## src/rtl/alc_pkg.sv

```systemverilog
package alc_pkg;
    localparam int ALC_LINES = 16;
    localparam int ALC_SECS = 16;
    // Register indices on the plain register port
    localparam logic [3:0] OFF_LCW = 4'h0;
    localparam logic [3:0] OFF_SEL = 4'h1;
    localparam logic [3:0] OFF_EXT = 4'h2;
    localparam logic [3:0] OFF_LST = 4'h3;
    // Control word field positions
    localparam int LCW_EXT_LO = 4;
    localparam int LCW_CODE_LO = 9;
    localparam int LCW_PAY_LO = 11;
    localparam int LCW_STROBE = 15;
    // Select register field positions
    localparam int SEL_LINE_LO = 0;
    localparam int SEL_SEC_LO = 8;
    // Line state bits
    localparam int LST_ACTIVE = 0;
    localparam int LST_RESYNC = 1;
    // Primary and format register bits within the payload
    localparam int PRI_HALF = 0;
    localparam int PRI_EVEN = 1;
    localparam int PRI_RXEN = 2;
    localparam int PRI_BREAK = 3;
    localparam int FMT_PAREN = 3;
    // Register selection codes, bit 10 then bit 9
    localparam logic [1:0] CODE_PRI = 2'h0;
    localparam logic [1:0] CODE_FMT = 2'h1;
    localparam logic [1:0] CODE_BAUD = 2'h2;
    localparam logic [1:0] CODE_MNT = 2'h3;
    // Reset values
    localparam logic [3:0] RST_CFG = 4'h0;
    localparam logic [1:0] RST_CODE = 2'h0;
    localparam logic [15:0] RST_WORD = 16'h0000;
    localparam logic LVL_MARK = 1'b1;
    localparam logic LVL_SPACE = 1'b0;
endpackage : alc_pkg

```

## src/rtl/alc_cfg_if.sv

```systemverilog
`timescale 1ns/1ps
interface alc_cfg_if #(parameter int NL = 16);
    logic load;
    logic [3:0] line;
    logic [1:0] code;
    logic [3:0] pay;
    logic [NL-1:0][3:0] pri;
    logic [NL-1:0][3:0] fmt;
    logic [NL-1:0][3:0] baud;
    logic [NL-1:0][3:0] mnt;
    modport host (output load, line, code, pay,
        input pri, fmt, baud, mnt);
    modport store (input load, line, code, pay,
        output pri, fmt, baud, mnt);
endinterface : alc_cfg_if

```

## src/rtl/alc_cfg_store.sv

```systemverilog
`timescale 1ns/1ps
module alc_cfg_store
    import alc_pkg::*;
#(
    parameter int NL = ALC_LINES
) (
    input wire logic mclk,
    input wire logic srst,
    alc_cfg_if.store cfg
);
    typedef struct packed {
        logic [NL-1:0][3:0] pri;
        logic [NL-1:0][3:0] fmt;
        logic [NL-1:0][3:0] baud;
        logic [NL-1:0][3:0] mnt;
    } alc_store_t;

    alc_store_t st;
    alc_store_t next_st;

    always_comb begin
        next_st = st;
        if (cfg.load && (int'(cfg.line) < NL)) begin
            case (cfg.code)
                CODE_PRI: next_st.pri[cfg.line] = cfg.pay;
                CODE_FMT: next_st.fmt[cfg.line] = cfg.pay;
                CODE_BAUD: next_st.baud[cfg.line] = cfg.pay;
                CODE_MNT: next_st.mnt[cfg.line] = cfg.pay;
                default: next_st = st;
            endcase
        end
    end

    always_ff @(posedge mclk) begin
        if (srst) begin
            st <= '{default: '0};
        end else begin
            st <= next_st;
        end
    end

    assign cfg.pri = st.pri;
    assign cfg.fmt = st.fmt;
    assign cfg.baud = st.baud;
    assign cfg.mnt = st.mnt;

    a_store_primary: assert property (@(posedge mclk) disable iff (srst)
        cfg.load && cfg.code == CODE_PRI
        |=> st.pri[$past(cfg.line)] == $past(cfg.pay))
        else $error("primary register not loaded");
    a_store_format: assert property (@(posedge mclk) disable iff (srst)
        cfg.load && cfg.code == CODE_FMT
        |=> st.fmt[$past(cfg.line)] == $past(cfg.pay))
        else $error("format register not loaded");
endmodule : alc_cfg_store

```

## src/rtl/alc_line_port.sv

```systemverilog
`timescale 1ns/1ps
module alc_line_port
    import alc_pkg::*;
(
    input wire logic mclk,
    input wire logic srst,
    input wire logic [3:0] pri,
    input wire logic [3:0] fmt,
    input wire logic tx_data,
    input wire logic tx_busy,
    input wire logic rx_in,
    output logic line_out,
    output logic rx_data,
    output logic par_even,
    output logic par_en
);
    typedef struct packed {
        logic line_out;
        logic rx_data;
        logic par_even;
        logic par_en;
    } alc_port_t;

    alc_port_t st;
    alc_port_t next_st;

    always_comb begin
        next_st = st;
        // Transmitter keeps its timing; break only masks the pin
        next_st.line_out = pri[PRI_BREAK] ? LVL_SPACE : tx_data;
        if (pri[PRI_RXEN] && !(pri[PRI_HALF] && tx_busy)) begin
            next_st.rx_data = rx_in;
        end else begin
            next_st.rx_data = LVL_MARK;
        end
        next_st.par_even = pri[PRI_EVEN];
        next_st.par_en = fmt[FMT_PAREN];
    end

    always_ff @(posedge mclk) begin
        if (srst) begin
            st <= '{LVL_MARK, LVL_MARK, 1'b0, 1'b0};
        end else begin
            st <= next_st;
        end
    end

    assign line_out = st.line_out;
    assign rx_data = st.rx_data;
    assign par_even = st.par_even;
    assign par_en = st.par_en;

    a_break_space: assert property (@(posedge mclk) disable iff (srst)
        pri[PRI_BREAK] |=> line_out == LVL_SPACE)
        else $error("break did not force space");
    a_half_blind: assert property (@(posedge mclk) disable iff (srst)
        pri[PRI_HALF] && tx_busy |=> rx_data == LVL_MARK)
        else $error("receiver not blinded in half duplex");
endmodule : alc_line_port

```

## src/rtl/alc_top.sv

```systemverilog
// Overview of operation
// - Control word read shows bits 16,17 of selected address register in 4,5.
// - Code in bits 9,10 and selected line choose the strobe target.
// - Register selection code clears on Initialize.
// - Four 4-bit registers per line, loaded from bits 11-14 on strobe.
// - Initialize clears every per-line configuration register.
// - Bit 15 written one copies payload, then reads back as zero.
// - Strobe takes payload and code from the same write.
// - Code 00 targets the primary register.
// - Primary bit 11 set means half duplex, clear full duplex.
// - Half duplex receiver ignores input while its line transmits.
// - Primary bit 12 selects even parity, clear odd, when enabled.
// - Receiver runs only with bit 13 set; active flag then sets.
// - Primary bit 14 holds line output at space for break.
// - Break characters keep normal timing but never reach the line.
// - Code with bit 9 one, bit 10 zero targets format register.
// - Code with bit 9 zero, bit 10 one targets baud register.
// - Parity sense comes from primary bit 12 of the same line.
`timescale 1ns/1ps
module alc_top
    import alc_pkg::*;
#(
    parameter int NL = ALC_LINES
) (
    input wire logic mclk,
    input wire logic srst,
    input wire logic [3:0] addr,
    input wire logic [15:0] wdata,
    input wire logic wr,
    input wire logic rd,
    output logic [15:0] rdata,
    input wire logic [NL-1:0] tx_data,
    input wire logic [NL-1:0] tx_busy,
    input wire logic [NL-1:0] rx_in,
    output logic [NL-1:0] line_out,
    output logic [NL-1:0] rx_data,
    output logic [NL-1:0] rx_active,
    output logic [NL-1:0] half_duplex,
    output logic [NL-1:0] par_even,
    output logic [NL-1:0] par_en,
    output logic [NL-1:0][1:0] char_len,
    output logic [NL-1:0] two_stop,
    output logic [NL-1:0][3:0] speed_code,
    output logic [NL-1:0][3:0] maint_code
);
    typedef struct packed {
        logic [1:0] code;
        logic [3:0] pay;
        logic [3:0] sel_line;
        logic [3:0] sel_sec;
        logic [NL-1:0][ALC_SECS-1:0][1:0] ext;
        logic [NL-1:0] active;
        logic [NL-1:0] resync;
        logic [15:0] rdata;
    } alc_top_t;

    alc_top_t st;
    alc_top_t next_st;

    alc_cfg_if #(.NL(NL)) cfg ();

    logic wr_lcw;
    logic wr_sel;
    logic wr_ext;
    logic wr_lst;
    logic [1:0] ext_sel;
    logic [1:0] lst_sel;
    logic [3:0] wr_code4;

    assign wr_lcw = wr && (addr == OFF_LCW);
    assign wr_sel = wr && (addr == OFF_SEL);
    assign wr_ext = wr && (addr == OFF_EXT);
    assign wr_lst = wr && (addr == OFF_LST);
    assign wr_code4 = {2'h0, wdata[LCW_CODE_LO +: 2]};

    // Strobe acts on the write data itself, not the held fields
    assign cfg.load = wr_lcw && wdata[LCW_STROBE];
    assign cfg.line = st.sel_line;
    assign cfg.code = wdata[LCW_CODE_LO +: 2];
    assign cfg.pay = wdata[LCW_PAY_LO +: 4];

    alc_cfg_store #(
        .NL(NL)
    ) i_alc_cfg_store (
        .mclk(mclk),
        .srst(srst),
        .cfg(cfg)
    );

    genvar gl;
    generate
        for (gl = 0; gl < NL; gl++) begin : g_line
            alc_line_port i_alc_line_port (
                .mclk(mclk),
                .srst(srst),
                .pri(cfg.pri[gl]),
                .fmt(cfg.fmt[gl]),
                .tx_data(tx_data[gl]),
                .tx_busy(tx_busy[gl]),
                .rx_in(rx_in[gl]),
                .line_out(line_out[gl]),
                .rx_data(rx_data[gl]),
                .par_even(par_even[gl]),
                .par_en(par_en[gl])
            );
            assign half_duplex[gl] = cfg.pri[gl][PRI_HALF];
            assign char_len[gl] = cfg.fmt[gl][1:0];
            assign two_stop[gl] = cfg.fmt[gl][2];
            assign speed_code[gl] = cfg.baud[gl];
            assign maint_code[gl] = cfg.mnt[gl];
        end
    endgenerate

    assign ext_sel = st.ext[st.sel_line][st.sel_sec];
    assign lst_sel = {st.resync[st.sel_line], st.active[st.sel_line]};

    always_comb begin
        next_st = st;
        next_st.rdata = RST_WORD;

        // Held selection and payload fields
        if (wr_lcw) begin
            next_st.code = wdata[LCW_CODE_LO +: 2];
            next_st.pay = wdata[LCW_PAY_LO +: 4];
        end
        if (wr_sel) begin
            next_st.sel_line = wdata[SEL_LINE_LO +: 4];
            next_st.sel_sec = wdata[SEL_SEC_LO +: 4];
        end
        if (wr_ext) begin
            next_st.ext[st.sel_line][st.sel_sec] = wdata[1:0];
        end

        // Receiver state per line; hardware set wins over resync clear
        for (int i = 0; i < NL; i++) begin
            if (wr_lst && (int'(st.sel_line) == i)
                && wdata[LST_RESYNC]) begin
                next_st.resync[i] = 1'b1;
            end
            if (st.resync[i] && !cfg.pri[i][PRI_RXEN]) begin
                next_st.active[i] = 1'b0;
            end
            if (cfg.pri[i][PRI_RXEN] && !st.active[i]) begin
                next_st.active[i] = 1'b1;
                next_st.resync[i] = 1'b0;
            end
        end

        // Read data stand only in the cycle after the read strobe
        if (rd) begin
            case (addr)
                OFF_LCW: begin
                    next_st.rdata[LCW_EXT_LO +: 2] = ext_sel;
                end
                OFF_SEL: begin
                    next_st.rdata[SEL_LINE_LO +: 4] = st.sel_line;
                    next_st.rdata[SEL_SEC_LO +: 4] = st.sel_sec;
                end
                OFF_EXT: begin
                    next_st.rdata[1:0] = ext_sel;
                end
                OFF_LST: begin
                    next_st.rdata[1:0] = lst_sel;
                end
                default: begin
                    next_st.rdata = RST_WORD;
                end
            endcase
        end
    end

    always_ff @(posedge mclk) begin
        if (srst) begin
            st <= '{default: '0};
        end else begin
            st <= next_st;
        end
    end

    assign rdata = st.rdata;
    assign rx_active = st.active;

    a_code_reset: assert property (@(posedge mclk)
        srst |=> st.code == RST_CODE)
        else $error("selection code not cleared by reset");

    a_lcw_ext_read: assert property (@(posedge mclk) disable iff (srst)
        rd && addr == OFF_LCW && !wr_ext
        |=> rdata[LCW_EXT_LO +: 2] == $past(ext_sel))
        else $error("extended address bits wrong on read");

    a_lcw_zero_bits: assert property (@(posedge mclk) disable iff (srst)
        rd && addr == OFF_LCW
        |=> rdata[15:6] == 10'h000 && rdata[3:0] == 4'h0)
        else $error("unused control word bits not zero");

    a_strobe_clear: assert property (@(posedge mclk) disable iff (srst)
        rd && addr == OFF_LCW |=> !rdata[LCW_STROBE])
        else $error("strobe bit did not clear itself");

    a_no_strobe_hold: assert property (@(posedge mclk) disable iff (srst)
        wr_lcw && !wdata[LCW_STROBE]
        |=> $stable(cfg.pri) && $stable(cfg.fmt)
            && $stable(cfg.baud) && $stable(cfg.mnt))
        else $error("register changed without strobe");

    a_same_write: assert property (@(posedge mclk) disable iff (srst)
        wr_lcw && wdata[LCW_STROBE] && wr_code4 == 4'h0
        |=> cfg.pri[$past(st.sel_line)]
            == $past(wdata[LCW_PAY_LO +: 4]))
        else $error("strobe did not use its own write data");

    a_baud_target: assert property (@(posedge mclk) disable iff (srst)
        cfg.load && cfg.code == CODE_BAUD
        |=> cfg.baud[$past(cfg.line)] == $past(cfg.pay)
            && $stable(cfg.pri))
        else $error("baud code loaded wrong register");

    a_rx_active_set: assert property (@(posedge mclk) disable iff (srst)
        cfg.pri[0][PRI_RXEN] ##1 cfg.pri[0][PRI_RXEN] |-> rx_active[0])
        else $error("receiver active not set after enable");

    a_read_once: assert property (@(posedge mclk) disable iff (srst)
        !rd |=> rdata == RST_WORD)
        else $error("read data stood outside read cycle");

    a_lst_read: assert property (@(posedge mclk) disable iff (srst)
        rd && addr == OFF_LST |=> rdata[1:0] == $past(lst_sel))
        else $error("line state read wrong");

    a_parity_src: assert property (@(posedge mclk) disable iff (srst)
        1'b1 |=> par_even[0] == $past(cfg.pri[0][PRI_EVEN]))
        else $error("parity sense not from primary register");

    a_break_line: assert property (@(posedge mclk) disable iff (srst)
        cfg.pri[0][PRI_BREAK] ##1 cfg.pri[0][PRI_BREAK]
        |-> line_out[0] == LVL_SPACE)
        else $error("character reached line during break");

    a_sel_read: assert property (@(posedge mclk) disable iff (srst)
        rd && addr == OFF_SEL
        |=> rdata[SEL_LINE_LO +: 4] == $past(st.sel_line)
            && rdata[SEL_SEC_LO +: 4] == $past(st.sel_sec))
        else $error("select register read wrong");

    a_ext_read: assert property (@(posedge mclk) disable iff (srst)
        rd && addr == OFF_EXT |=> rdata == {14'h0000, $past(ext_sel)})
        else $error("extended address store read wrong");

    a_ext_write: assert property (@(posedge mclk) disable iff (srst)
        wr_ext
        |=> st.ext[$past(st.sel_line)][$past(st.sel_sec)]
            == $past(wdata[1:0]))
        else $error("extended address bits not stored");

    a_sel_write: assert property (@(posedge mclk) disable iff (srst)
        wr_sel
        |=> st.sel_line == $past(wdata[SEL_LINE_LO +: 4])
            && st.sel_sec == $past(wdata[SEL_SEC_LO +: 4]))
        else $error("select fields not stored");

    a_code_hold: assert property (@(posedge mclk) disable iff (srst)
        wr_lcw |=> st.code == $past(wdata[LCW_CODE_LO +: 2]))
        else $error("selection code not held");

    a_code_keep: assert property (@(posedge mclk) disable iff (srst)
        !wr_lcw |=> $stable(st.code))
        else $error("selection code changed without write");

    a_pay_hold: assert property (@(posedge mclk) disable iff (srst)
        wr_lcw |=> st.pay == $past(wdata[LCW_PAY_LO +: 4]))
        else $error("payload field not held");

    a_cfg_reset: assert property (@(posedge mclk)
        srst |=> cfg.pri == '0 && cfg.fmt == '0
            && cfg.baud == '0 && cfg.mnt == '0)
        else $error("line registers not cleared by reset");

    a_active_reset: assert property (@(posedge mclk)
        srst |=> rx_active == '0)
        else $error("receiver active not cleared by reset");

    a_rdata_reset: assert property (@(posedge mclk)
        srst |=> rdata == RST_WORD)
        else $error("read data not cleared by reset");

    a_lst_zero: assert property (@(posedge mclk) disable iff (srst)
        rd && addr == OFF_LST |=> rdata[15:2] == 14'h0000)
        else $error("unused line state bits not zero");

    a_pri_only: assert property (@(posedge mclk) disable iff (srst)
        cfg.load && cfg.code == CODE_PRI
        |=> $stable(cfg.fmt) && $stable(cfg.baud) && $stable(cfg.mnt))
        else $error("primary code touched another register");

    a_fmt_only: assert property (@(posedge mclk) disable iff (srst)
        cfg.load && cfg.code == CODE_FMT
        |=> $stable(cfg.pri) && $stable(cfg.baud) && $stable(cfg.mnt))
        else $error("format code touched another register");

    a_mnt_target: assert property (@(posedge mclk) disable iff (srst)
        cfg.load && cfg.code == CODE_MNT
        |=> cfg.mnt[$past(cfg.line)] == $past(cfg.pay)
            && $stable(cfg.pri) && $stable(cfg.fmt))
        else $error("maintenance code loaded wrong register");

    a_no_load_hold: assert property (@(posedge mclk) disable iff (srst)
        !cfg.load
        |=> $stable(cfg.pri) && $stable(cfg.fmt)
            && $stable(cfg.baud) && $stable(cfg.mnt))
        else $error("line register changed without strobe");

    a_active_clear: assert property (@(posedge mclk) disable iff (srst)
        st.resync[0] && !cfg.pri[0][PRI_RXEN] |=> !rx_active[0])
        else $error("receiver active not cleared by resync");

    a_resync_set: assert property (@(posedge mclk) disable iff (srst)
        wr_lst && wdata[LST_RESYNC]
        |=> st.resync[$past(st.sel_line)]
            || st.active[$past(st.sel_line)])
        else $error("resynchronize request lost");

    a_rx_off_mark: assert property (@(posedge mclk) disable iff (srst)
        !cfg.pri[0][PRI_RXEN] |=> rx_data[0] == LVL_MARK)
        else $error("disabled receiver passed input");

    a_full_follow: assert property (@(posedge mclk) disable iff (srst)
        !srst && cfg.pri[0][PRI_RXEN] && !cfg.pri[0][PRI_HALF]
        |=> rx_data[0] == $past(rx_in[0]))
        else $error("full duplex receiver input lost");

    a_line_follow: assert property (@(posedge mclk) disable iff (srst)
        !srst && !cfg.pri[0][PRI_BREAK]
        |=> line_out[0] == $past(tx_data[0]))
        else $error("transmitter bit did not reach line");

    a_par_en_src: assert property (@(posedge mclk) disable iff (srst)
        1'b1 |=> par_en[0] == $past(cfg.fmt[0][FMT_PAREN]))
        else $error("parity enable not from format register");
endmodule : alc_top

```

## config.mk

```make
export PLATFORM = sky130hd
export DESIGN_NAME = alc_top
export DESIGN_NICKNAME = d
export VERILOG_FILES = /design/src/rtl/alc_pkg.sv /design/src/rtl/alc_cfg_if.sv /design/src/rtl/alc_cfg_store.sv /design/src/rtl/alc_line_port.sv /design/src/rtl/alc_top.sv
export SDC_FILE = /design/constraint.sdc
export NUM_CORES = 2
export LEC_CHECK = 0
export BUFFER_PORTS_ARGS = -buffer_cell sky130_fd_sc_hd__buf_2
export CORE_MARGIN = 3
export CORE_UTILIZATION = 50
export DETAILED_ROUTE_END_ITERATION = 10
export MAX_ROUTING_LAYER = met4
export PLACE_DENSITY = 0.69
export SYNTH_ARGS = -nofsm -noshare
export SYNTH_HDL_FRONTEND = slang
export SYNTH_SLANG_ARGS = --single-unit
```

## constraint.sdc

```tcl
create_clock -name mclk -period 7.3 [get_ports mclk]
set_input_delay 1.46 -clock mclk [delete_from_list [all_inputs] [get_ports mclk]]
set_output_delay 1.46 -clock mclk [all_outputs]
set_load 0.05 [all_outputs]
```

==> results.toml <==
[outcome]
status = "finished, final reports clean"

[route]
vias = 32200
route.detailed.drc = 0
avgViaCountPerCell = 5.85
firstDrtPassIters = 6
drt-total-wl_um = 106000
final_antenna_net_count = 0
drt_iter0_drc = 3122
wl_per_cell_um = 19.3

[synthesis]
yosysMostFrequentCell = "dfxtp_1"
yosys.area.top_type_share_pct = 46.4
synth_edf_count = 0
yosys_warnings = 0
post-synth-top-area-cell = "dfxtp_1"
netlist_instances = 4579
synth-seq-area-share_pct = 46.4
synth_top_flop_cell = "dfxtp_1"
syn_area_um2 = 38000
avgSynthCellArea_um2 = 8.30
ys_types = 36
synth_area_leaders = "dfxtp_1, a21oi_1, mux4_2, nand2_1, o21ai_0"
synth_commonest_cells = "dfxtp_1, nand2_1, a21oi_1, o21ai_0, nor2_1"
ys_ff_latch = 882
synthArstFlopShare_pct = 0

[cells_and_area]
drive_gt1_share_pct = 16.0
finalInstanceArea_um2 = 41700
nets = 4541
utilization_pct = 55.6
syn_to_final_growth_pct = 9.65

[sta]
holdWs_ps = 427
relSlewSlack_pct = 19.4
min_period_ps = 4130
setup-violations-final = 0
worstMarginPinSlew_ps = 1200
skew_ps = 31.2
rsz0062_at_grt = "no"
finalCritPeriodShare_pct = 56.6
hold_viol = 0
finalSetupTns_ps = 0
drv_slew = 0
maxClockFrequency_mhz = 242

[worst_setup_path]
cp_cell_sequence = "buf_4 > mux4_2 > a22oi_1 > a21oi_1 > nor4_1 > o22ai_1 > nor3_2 > o22ai_1"
r2r-end = "rdata[1]"
critPathSlowestCell = "dfxtp_4"
cp.arrival_ps = 4650
reg2reg_slack_ps = 3170
cp-end-kind = "flop"
critPathLaunch = "cfg.line[0]"
crit_required_ps = 7820
crit_path_frequent_cell = "o22ai_1"
worstSetupPathType = "reg2reg"
cp_max_fo = 42
r2r-start = "cfg.line[0]"
critical-path-max-stage-delay_ps = 910
r2r.worst_path.cells = 8
cp-start-kind = "flop"

[grt]
grtUsageTotal_pct = 26.5
grt_pass1_wl_um = 164000
first_global_vias = 29500
gr-total-overflow = 0
grt_max_degree = 230
antenna_found_initial = 2

[cts]
cts-hold-fix-buffers = 0
clock-root-buffer = "clkbuf_16"
clock_path_buffers = 3
cts_resized = 0
numCtsBuffers = 91
htree_levels = 3
clk_transition_reported_paths_ps = 60
cts.sinks = 882
clk_latency_ps = 660
post_cts_buffers = 0
cts_tree = "yes"

[power_and_ir_drop]
peakVddDrop_v = 0.000186
p_leak_nw = 13.8
power_density_nw_per_um2 = 237
p_total_mw = 9.88

[floorplan]
die_w_um = 282
core_region_area_um2 = 74900
start_util_pct = 50.7
pin_count = 360
core.rowCount = 100
die_y_um = 282
dieArea_um2 = 79400

[placement]
dpl.hpwl_um = 61300
port_buffers = 349
place_congestion = 0.808
place_area_um2 = 38600

[min_path]
min_to = "g_line[5].i_alc_line_port.rx_data"
holdPathStages = 1
hold_path.class = "reg2reg"
hp-start = "i_alc_cfg_store.cfg.pri[22]"

[job]
drv_cap = 0
-- sequential cells by signal, summed over array words and instances (netlist names) --
signal,cells
g_line.i_alc_line_port.line_out,16
rdata,10
i_alc_cfg_store.cfg.baud,64
rx_active,16
i_alc_cfg_store.cfg.mnt,64
g_line.i_alc_line_port.par_en,16
g_line.i_alc_line_port.par_even,16
st,532
cfg.line,4
i_alc_cfg_store.cfg.pri,64
i_alc_cfg_store.cfg.fmt,64
g_line.i_alc_line_port.rx_data,16
-- logic make-up (layout without fill, tap and decap cells) --
logic type / after synthesis / in the layout / synth area share (%)
compound gates: 1344 / 1344 / 18.3
buf+inv: 640 / 592 / 8.20
flops: 882 / 882 / 46.4
mux: 252 / 252 / 11.2
other cells: 1 / 8 / 0.00986
simple gates: 1460 / 1460 / 15.8
-- per-stage QoR --
stage	setup WS, ps	instances
4_1_cts	3200	5505
3_3_place_gp	2830	5345
5_1_grt	2990	5507
2_1_floorplan	4060	4584
3_5_place_dp	2720	5345
6_report	3170	5507
-- cell usage in the layout, fill, tap and decap left out, types with 33 or more instances in the layout --
master / instances
nor2_1: 419
dfxtp_1: 880
buf_4: 46
nand2_1: 734
clkbuf_16: 92
buf_2: 345
inv_1: 33
a22oi_1: 63
nor2b_1: 59
o21ai_0: 516
nand3_1: 156
mux2i_1: 114
mux4_2: 138
a21oi_1: 728
-- per-layer routing --
layer / GRT usage (%) / vias to the layer above / wire (um)
met2: 43.8 / 1072 / 52100
li1: - / 15300 / -
met4: 10.2 / 0 / 3700
met5: - / - / 0
met3: 3.44 / 220 / 6460
met1: 33.1 / 15600 / 44100
-- report_power, final --
part / switching [mW] / leakage, nW / internal, mW
clock: 1.97 / 1.52 / 2.81
sequential: 0.00657 / 7.11 / 4.82
combinational: 0.225 / 5.16 / 0.0490
total: 2.20 / 13.8 / 7.68
-- worst max-delay path, delay by kind of cell, from the launching register on --
kind	cells	cell delay, ps
muxes	1	580
and+or+nand+nor	2	920
AOI/OAI and AO/OA	4	880
DFF	1	910
buffers and inverters	1	670
-- how the worst max path moves through the flow --
stage / to / slack, ps / cells past startpoint
after floorplan: i_alc_cfg_store.cfg.mnt[42] / 4060 / 10
after global placement: st[337] / 2830 / 8
after detailed placement: st[366] / 2720 / 8
after CTS: rdata[1] / 3200 / 8
after global routing: rdata[1] / 2990 / 8
final: rdata[1] / 3170 / 8
-- area by class of cell --
cell class	count	area [um2]
inverters	33	124
clock inverters	35	465
fillers	6808	33300
diodes	2	5.00
well taps	969	1210
repair buffers	399	2210
clock buffers	125	2640
multi-input cells	3062	17400
flip-flops and latches	882	17700
Note: power is estimated with default switching activity, not from simulation.
